<file path="src/verilog/mode_ctl_consts.vh">
/*
  constants for the gate driver operating-mode supervisor: frame layout,
  register addresses, mode codes, status bits and timing counts.
  assumes a 50 MHz core clock and a 16-bit spi frame.
*/
// How it works
// - low battery sets status bits five and one
// - low logic supply sets bit one only
// - pumps off when battery low in reduced
// - sleep on inhibit low or battery below 3 V
// - first config write enters configuration, error low
// - config timer expiry enters configuration lock
// - safe-off error pin shows fault presence
// - normal only after signature before timeout
// - leaving lock needs sleep: inhibit low or battery below 3 V
`ifndef MODE_CTL_CONSTS_VH
`define MODE_CTL_CONSTS_VH
`define FRAME_BITS        16
`define ADDR_SUPPLY_RED   7'h43
`define ADDR_OUTSIDE      7'h45
`define ADDR_MODE_STAT    7'h46
`define ADDR_LINK_FAULT   7'h4a
`define ADDR_SIGNATURE    7'h3f
`define ADDR_CFG_LAST     7'h3e
`define BIT_VS_RED        5
`define BIT_REDUCED       1
`define BIT_SIG_DONE      3
`define BIT_CRC_ERR       0
`define BIT_LOCK_ERR      1
`define MODE_SLEEP        3'h0
`define MODE_IDLE         3'h1
`define MODE_CONFIG       3'h2
`define MODE_LOCK         3'h3
`define MODE_NORMAL       3'h4
`define MODE_REDUCED      3'h5
`define MODE_SAFE_OFF     3'h6
`define MODE_ERROR        3'h7
`define SIG_VALUE         8'h5a
`define CLK_MHZ           50
`define SIG_CHECK_NS      1200
`define SIG_CHECK_CYC     ((`SIG_CHECK_NS * `CLK_MHZ) / 1000)
`define CFG_TIMEOUT_CYC   32'd5000000
`endif

</file>
<file path="src/verilog/gate_driver_mode_control.v">
/*
  operating-mode supervisor with spi slave: holds mode, reduced-operation
  status, signature check and configuration timer.
  assumes supply comparators and fault detectors are external inputs; spi
  frame is 16 bits: r/w, 7-bit address, 5 data bits, 3 crc bits (msb first).
*/
`include "mode_ctl_consts.vh"
`default_nettype none
module gate_driver_mode_control #(
  parameter [31:0] CFG_TIMEOUT = `CFG_TIMEOUT_CYC
) (
  input  wire       clk_in,
  input  wire       reset_n_in,
  input  wire       inhibit_n_in,
  input  wire       driver_enable_in,
  input  wire       safe_off_n_in,
  input  wire       battery_reduced_in,
  input  wire       battery_below_3v_in,
  input  wire       logic_supply_reduced_in,
  input  wire       fault_in,
  input  wire [4:0] outside_faults_in,
  input  wire       spi_cs_n_in,
  input  wire       spi_sck_in,
  input  wire       spi_mosi_in,
  output reg        spi_miso_out,
  output reg        spi_miso_oe_n_out,
  output reg        error_n_out,
  output reg        outputs_enable_out,
  output reg        passive_clamp_out,
  output reg        sense_amplifier_on_out,
  output reg        pumps_on_out,
  output reg  [2:0] mode_out
);
  reg [1:0] s_inh, s_ena, s_safe_off_n, s_vsr, s_vs3, s_vcr, s_flt, s_cs, s_sck, s_mosi;
  reg [4:0] s_ext0, s_ext1;
  reg       sck_d;
  reg [2:0] mode;
  reg [15:0] shift;
  reg [15:0] resp;
  reg [4:0]  bitcnt;
  reg [15:0] supply_reduced_status;
  reg [4:0]  link_and_setup_faults;
  reg [31:0] cfg_timer;
  reg [7:0]  sig_cnt;
  reg [7:0]  sig_byte;
  reg        sig_pending;
  reg        sig_done;

  function [2:0] crc3;
    input [12:0] d;
    integer i;
    reg [2:0] c;
    begin
      c = 3'h7;
      for (i = 12; i >= 0; i = i - 1) begin
        c = {c[1:0], 1'b0} ^ ((c[2] ^ d[i]) ? 3'h3 : 3'h0);
      end
      crc3 = c;
    end
  endfunction

  function [4:0] reg_read;
    input [6:0] a;
    begin
      case (a)
        // five-bit data field: bit five rides in the top slot so both causes show
        `ADDR_SUPPLY_RED: reg_read = {supply_reduced_status[`BIT_VS_RED],
                                      supply_reduced_status[3:0]};
        `ADDR_OUTSIDE:    reg_read = s_ext1;
        `ADDR_MODE_STAT:  reg_read = {sig_done, 1'b0, mode};
        `ADDR_LINK_FAULT: reg_read = link_and_setup_faults;
        default:          reg_read = 5'h00;
      endcase
    end
  endfunction

  wire sck_rise = s_sck[1] & ~sck_d;
  wire frame_end = (bitcnt == 5'd16);
  wire crc_ok = (crc3(shift[15:3]) == shift[2:0]);
  wire is_write = shift[15];
  wire [6:0] addr = shift[14:8];
  wire spi_live = s_inh[1] && mode != `MODE_SLEEP && mode != `MODE_REDUCED;
  wire sleep_cond = ~s_inh[1] | s_vs3[1];
  wire reduced_cond = s_vsr[1] | s_vcr[1];
  wire [31:0] sig_wait = `SIG_CHECK_CYC - 1;
  // only five data bits reach the signature, so the low five are matched
  localparam [7:0] SIG_FULL = `SIG_VALUE;

  always @(posedge clk_in or negedge reset_n_in) begin
    if (!reset_n_in) begin
      s_inh <= 2'b00; s_ena <= 2'b00; s_safe_off_n <= 2'b00; s_vsr <= 2'b00;
      s_vs3 <= 2'b00; s_vcr <= 2'b00; s_flt <= 2'b00; s_cs <= 2'b11;
      s_sck <= 2'b00; s_mosi <= 2'b00; s_ext0 <= 5'h00; s_ext1 <= 5'h00;
      sck_d <= 1'b0;
    end else begin
      s_inh <= {s_inh[0], inhibit_n_in};
      s_ena <= {s_ena[0], driver_enable_in};
      s_safe_off_n <= {s_safe_off_n[0], safe_off_n_in};
      s_vsr <= {s_vsr[0], battery_reduced_in};
      s_vs3 <= {s_vs3[0], battery_below_3v_in};
      s_vcr <= {s_vcr[0], logic_supply_reduced_in};
      s_flt <= {s_flt[0], fault_in};
      s_cs <= {s_cs[0], spi_cs_n_in};
      s_sck <= {s_sck[0], spi_sck_in};
      s_mosi <= {s_mosi[0], spi_mosi_in};
      s_ext0 <= outside_faults_in;
      s_ext1 <= s_ext0;
      sck_d <= s_sck[1];
    end
  end

  always @(posedge clk_in or negedge reset_n_in) begin
    if (!reset_n_in) begin
      mode <= `MODE_SLEEP;
      shift <= 16'h0000;
      resp <= 16'h0000;
      bitcnt <= 5'd0;
      supply_reduced_status <= 16'h0000;
      link_and_setup_faults <= 5'h00;
      cfg_timer <= 32'd0;
      sig_cnt <= 8'd0;
      sig_byte <= 8'h00;
      sig_pending <= 1'b0;
      sig_done <= 1'b0;
    end else if (sleep_cond) begin
      mode <= `MODE_SLEEP;
      supply_reduced_status <= 16'h0000;
      link_and_setup_faults <= 5'h00;
      cfg_timer <= 32'd0;
      sig_pending <= 1'b0;
      sig_done <= 1'b0;
      bitcnt <= 5'd0;
    end else begin
      // reduced operation records cause; bit five only for battery
      if (s_vsr[1]) begin
        supply_reduced_status[`BIT_VS_RED] <= 1'b1;
        supply_reduced_status[`BIT_REDUCED] <= 1'b1;
      end
      if (s_vcr[1]) begin
        supply_reduced_status[`BIT_REDUCED] <= 1'b1;
      end
      if (s_cs[1]) begin
        bitcnt <= 5'd0;
      end else if (sck_rise && spi_live && !frame_end) begin
        shift <= {shift[14:0], s_mosi[1]};
        resp <= {resp[14:0], 1'b0};
        bitcnt <= bitcnt + 5'd1;
      end
      if (sig_pending) begin
        // signature compare takes a fixed settle time
        if (sig_cnt == 8'd0) begin
          sig_pending <= 1'b0;
          sig_done <= 1'b1;
          if (sig_byte == {3'b000, SIG_FULL[4:0]} && mode == `MODE_CONFIG) begin
            mode <= `MODE_NORMAL;
          end
        end else begin
          sig_cnt <= sig_cnt - 8'd1;
        end
      end
      case (mode)
        `MODE_SLEEP: mode <= `MODE_IDLE;
        `MODE_REDUCED: begin
          if (!reduced_cond) begin
            mode <= `MODE_CONFIG;
            cfg_timer <= 32'd0;
          end
        end
        `MODE_CONFIG: begin
          if (reduced_cond) begin
            mode <= `MODE_REDUCED;
          end else if (cfg_timer >= CFG_TIMEOUT - 32'd1) begin
            mode <= `MODE_LOCK;
          end else begin
            cfg_timer <= cfg_timer + 32'd1;
          end
        end
        `MODE_LOCK: mode <= `MODE_LOCK;
        `MODE_NORMAL, `MODE_SAFE_OFF, `MODE_ERROR: begin
          if (reduced_cond) mode <= `MODE_REDUCED;
          else if (!s_safe_off_n[1]) mode <= `MODE_SAFE_OFF;
          else if (s_flt[1]) mode <= `MODE_ERROR;
          else mode <= `MODE_NORMAL;
        end
        default: begin
          if (reduced_cond) mode <= `MODE_REDUCED;
        end
      endcase
      if (s_cs[1] && frame_end) begin
        if (!crc_ok) begin
          link_and_setup_faults[`BIT_CRC_ERR] <= 1'b1;
        end else if (is_write && mode == `MODE_LOCK) begin
          link_and_setup_faults[`BIT_LOCK_ERR] <= 1'b1;
        end else if (is_write && addr <= `ADDR_CFG_LAST && mode == `MODE_IDLE) begin
          mode <= `MODE_CONFIG;
          cfg_timer <= 32'd0;
        end else if (is_write && addr == `ADDR_SIGNATURE && mode == `MODE_CONFIG) begin
          sig_byte <= {3'b000, shift[7:3]};
          sig_pending <= 1'b1;
          sig_cnt <= sig_wait[7:0];
        end
        resp <= {shift[15:8], (is_write ? shift[7:3] : reg_read(addr)),
                 crc3({shift[15:8], (is_write ? shift[7:3] : reg_read(addr))})};
      end
    end
  end

  always @(posedge clk_in or negedge reset_n_in) begin
    if (!reset_n_in) begin
      spi_miso_out <= 1'b0;
      spi_miso_oe_n_out <= 1'b1;
      error_n_out <= 1'b0;
      outputs_enable_out <= 1'b0;
      passive_clamp_out <= 1'b1;
      sense_amplifier_on_out <= 1'b0;
      pumps_on_out <= 1'b0;
      mode_out <= `MODE_SLEEP;
    end else begin
      spi_miso_out <= resp[15];
      spi_miso_oe_n_out <= s_cs[1] | ~spi_live;
      mode_out <= mode;
      outputs_enable_out <= (mode == `MODE_NORMAL) && s_ena[1];
      passive_clamp_out <= (mode == `MODE_SLEEP) || (mode == `MODE_REDUCED);
      sense_amplifier_on_out <= (mode != `MODE_SLEEP) && (mode != `MODE_REDUCED);
      pumps_on_out <= (mode != `MODE_SLEEP) && !(mode == `MODE_REDUCED && s_vsr[1]);
      case (mode)
        `MODE_IDLE, `MODE_NORMAL: error_n_out <= 1'b1;
        `MODE_CONFIG: error_n_out <= 1'b0;
        `MODE_LOCK: error_n_out <= 1'b0;
        `MODE_SAFE_OFF: error_n_out <= ~s_flt[1];
        default: error_n_out <= 1'b0;
      endcase
    end
  end
endmodule
`default_nettype wire

</file>
<file path="config.mk">
export PLATFORM = sky130hd
export DESIGN_NAME = gate_driver_mode_control
export DESIGN_NICKNAME = d
export VERILOG_FILES = /design/src/verilog/gate_driver_mode_control.v
export VERILOG_INCLUDE_DIRS = /design/src /design/src/verilog
export SDC_FILE = /design/constraint.sdc
export NUM_CORES = 1
export LEC_CHECK = 0
export BUFFER_PORTS_ARGS = -buffer_cell sky130_fd_sc_hd__buf_2
export CAP_MARGIN = 5
export CORE_AREA = 4 4 149 151
export DETAILED_ROUTE_END_ITERATION = 6
export DIE_AREA = 0 0 153 155
export HOLD_SLACK_MARGIN = 0.05
export MAX_ROUTING_LAYER = met4
export SLEW_MARGIN = 20
export SYNTH_ARGS = -nofsm -noshare
export SYNTH_HDL_FRONTEND = slang
export SYNTH_SLANG_ARGS = --single-unit
</file>
<file path="constraint.sdc">
create_clock -name clk_in -period 3.9 [get_ports clk_in]
set_clock_uncertainty 0.2 [all_clocks]
set_input_delay 0.39 -clock clk_in [delete_from_list [all_inputs] [get_ports clk_in]]
set_output_delay 0.39 -clock clk_in [all_outputs]
set_load 0.02 [all_outputs]
</file>
==> impl_results.md <==
* Data arrival, critical path at 3.45 ns
* Die area at about 24,000 um^2
* Leakage at between 3 and 4 nW
* WS Path Type: flip-flop to flip-flop
* Net Sw Frac at a little under a quarter
* Setup bufs post-CTS at 0
* FF+latch count, synth at approximately 130
* WL final at between 10 and 15 mm
* Critical Path Source Type: flip-flop
* First-pass GRT wire length at approximately 23 mm
* DP HPWL at 9.121 mm
* Clock transition at path regs at 0.06 ns
* Syn nets at roughly 600
* Synth top area share at 51.62%
* Area grow syn2layout at 19.84%
* CTS resizes at 0
* RSZ-0062 raised after global routing: false
* Hold Vio Cnt, Final at 0
* Root buf cell: clkbuf_16
* Largest cells by area after synthesis: dfrtp_1 52%, mux2_2 3.8%, nand2_1 3.3%, and3_1 2.7%, xnor2_1 2.4%
* CTS tree: built
* Crit path capture type: flip-flop
* EDFF count, synth at 0
* Fin crit period at roughly 3.4 ns
* Initial core utilization at roughly 30%
* CTS buffer count at 17
* CP peak stage delay at approximately 0.65 ns
* Avg WL per Cell at ~15 um
* Hold path depth at 0
* Yosys cell types at 60
* DP Worst Slack at roughly 0.57 ns
* Max-Cap Viols at 0
* Clk_lat worst skew at 0.42 ns
* Chip height at ~160 um
* CP delay by family, top: XOR/XNOR gates
* Top FF cell, synth: dfrtp_1
* P_int at between 2 and 2.5 mW
* Vias in the first global route at 4,445
* Antenna viol nets, final at 0
* Clock Path Buffers at 2
* Mean Syn Cell Area at about 11 um^2
* Register area share after synthesis at between 50% and 60%
* Core ar. at roughly 21,000 um^2
* Finish-stage setup viols at 0
* Initial antenna violation count at 0
* Fmax at 298.4 MHz
* Share of cells above drive strength 1 at between 10% and 20%
* Logic gate share of total power at roughly 3.5%
* Number of hold buffers added after cts at 16
* 1st-iter DRT viols at between 200 and 300
* Total number of vias at about 4,500
* Global route total overflow at 0
* Worst slew margin at between 30% and 40%
* Fin. max-slew vios at 0
* Peak VDD IR at approximately 250 uV
* Crit-path max FO at 13
* Gpl congestion at 0.8507
* Clock power share at between 50% and 60%
* Inserted Diodes at 0
* Fin crit share at roughly 86%
* Synth warnings at 0
* PwrDens at a little over 400 nW/um^2
* I/O pin total at 27
* H-Tree Depth at 4
* Drt first pass iters at 6
* R2R depth at 6
* Setup TNS at 0 ns
* NetSw at around 730 uW
* Largest net degree at the start of global routing at between 60 and 70
* Vias per cell at ~4.9
* IO buf count at 26
* Slew @ Worst Pin at approximately 1 ns
* Synthesized area at around 6200 um^2
* Flop pwr share at 45.9%
* Post-synthesis cell count at 582
* TritonCTS Sinks at around 130
* CP required at approximately 4 ns
* Filler cell count at 2,127
* DRC viols at 0
* Worst path cell trace: xor3_1, xnor3_1, or3_4, a2111oi_4, nand2_4, mux2_4
* Slowest CP cell: a2111oi_4
* Outcome: finished clean
* GRT Total Usage at approximately 13%
* Layout Nets at ~650
* Crit path buffers/inverters at 0
* Yosys top cell by area: dfrtp_1
* Asr flop ratio synth at 100.0%
* Hold Path Class: flip-flop to flip-flop
* Die Span X at ~150 um
* Fin worst setup slack at about 0.55 ns
* CP Depth at 6
* Row Count at 53
path summary, 6_finish.rpt:
path	end	slack (ns)	startpoint
worst max-delay path	sig_byte[4]	0.55	shift[11]
worst min-delay path	s_inh[1]	0.14	s_inh[0]
worst max register to register	sig_byte[4]	0.55	shift[11]
worst min register to register	s_inh[1]	0.14	s_inh[0]
max in group asynchronous	s_cs[0]	2.23	reset_n_in
min in group asynchronous	spi_miso_out	0.33	reset_n_in
worst reg2reg max path, stage by stage (launching register included):
cell       delay [ns]
dfrtp_1          0.55
xor3_1           0.53
xnor3_1          0.37
or3_4            0.41
a2111oi_4        0.65
nand2_4          0.17
mux2_4           0.35
Yosys cell counts (6+ instances only):
library cell,instances
xnor2_1,17
mux2i_1,12
or2_2,6
nor4_1,8
nor3_1,14
nand2_1,55
nor2_1,38
xor2_1,6
inv_1,12
nand4_1,10
mux2_2,21
o21ai_0,27
and3_1,27
a21oi_1,27
dfrtp_1,128
nand2b_1,10
clkbuf_1,25
nand3b_1,12
nand3_1,24
o21a_1,6
layout by cell type, fill, tap and decap left out, drive strengths merged, types with 6 or more instances in the layout:
cell,n
dfrtp,128
nand2,56
buf,41
nor2,38
o21ai,29
a21oi,27
and3,27
mux2,26
nand3,24
clkbuf,18
xnor2,17
inv,17
dlygate4sd3,16
nor3,14
nand3b,12
mux2i,12
nand2b,10
nand4,10
nor4,8
xor2,6
or2,6
o21a,6
or3,6
clkinv,6
stage by stage:
stage / hold WS (ns) / power (mW) / cell area, um^2 / util, % / std cells
3_3_place_gp: 0.1332 / 1.537 / 6691 / 32.14 / 869
3_5_place_dp: 0.1362 / 1.538 / 6691 / 32.14 / 869
5_1_grt: 0.1544 / 3.220 / 7436 / 35.71 / 917
2_1_floorplan: -0.1056 / 1.475 / 6205 / - / 582
6_report: 0.1450 / 3.080 / 7436 / 35.71 / 917
4_1_cts: 0.1454 / 3.139 / 7436 / 35.71 / 917
power by group through the flow:
stage / logic, mW / clock network (mW) / registers [mW]
4_1_cts: 0.112 / 1.61 / 1.41
2_1_floorplan: 0.0376 / 0 / 1.44
3_5_place_dp: 0.0984 / 0 / 1.44
5_1_grt: 0.122 / 1.68 / 1.42
6_report: 0.107 / 1.56 / 1.41
3_3_place_gp: 0.0978 / 0 / 1.44
sequential cells by signal (all words and copies together) (netlist names), 3 cells and up:
register and flops:
bitcnt 5, cfg_timer 32, mode 3, mode_out 3, resp 16, s_ext0 5, s_ext1 5, shift 16
sig_byte 5, sig_cnt 8
routing by layer:
metal | vias to the layer above | wire length (um) | GRT usage, %
met2 | 59 | 6209 | 18.50
met3 | 9 | 442 | 3.255
met1 | 2202 | 6756 | 17.41
li1 | 2186 | - | -
met4 | 0 | 123 | 2.927
met5 | - | 0 | -
final cells by class:
class | count | area, um^2 | area share (%)
Clock buffer | 18 | 439.2 | 5.906
Inverter | 13 | 48.80 | 0.6562
Timing Repair Buffer | 57 | 409.1 | 5.502
Multi-Input combinational cell | 408 | 2741 | 36.87
Clock inverter | 14 | 145.1 | 1.952
Tap cell | 275 | 344.1 | 4.627
Sequential cell | 132 | 3308 | 44.49
kinds of logic (layout without fill, tap and decap cells):
family | Yosys count | after routing | synth area share, %
xor gates and xnor gates | 28 | 28 | 5.102
muxes | 38 | 38 | 6.957
buffers and inverters | 42 | 102 | 2.601
adders and majority gates | 5 | 5 | 1.008
AOI/OAI and AO/OA | 103 | 103 | 10.85
DFF | 132 | 132 | 53.32
and+or+nand+nor | 234 | 234 | 20.17
(Power assumes the default switching activity.)
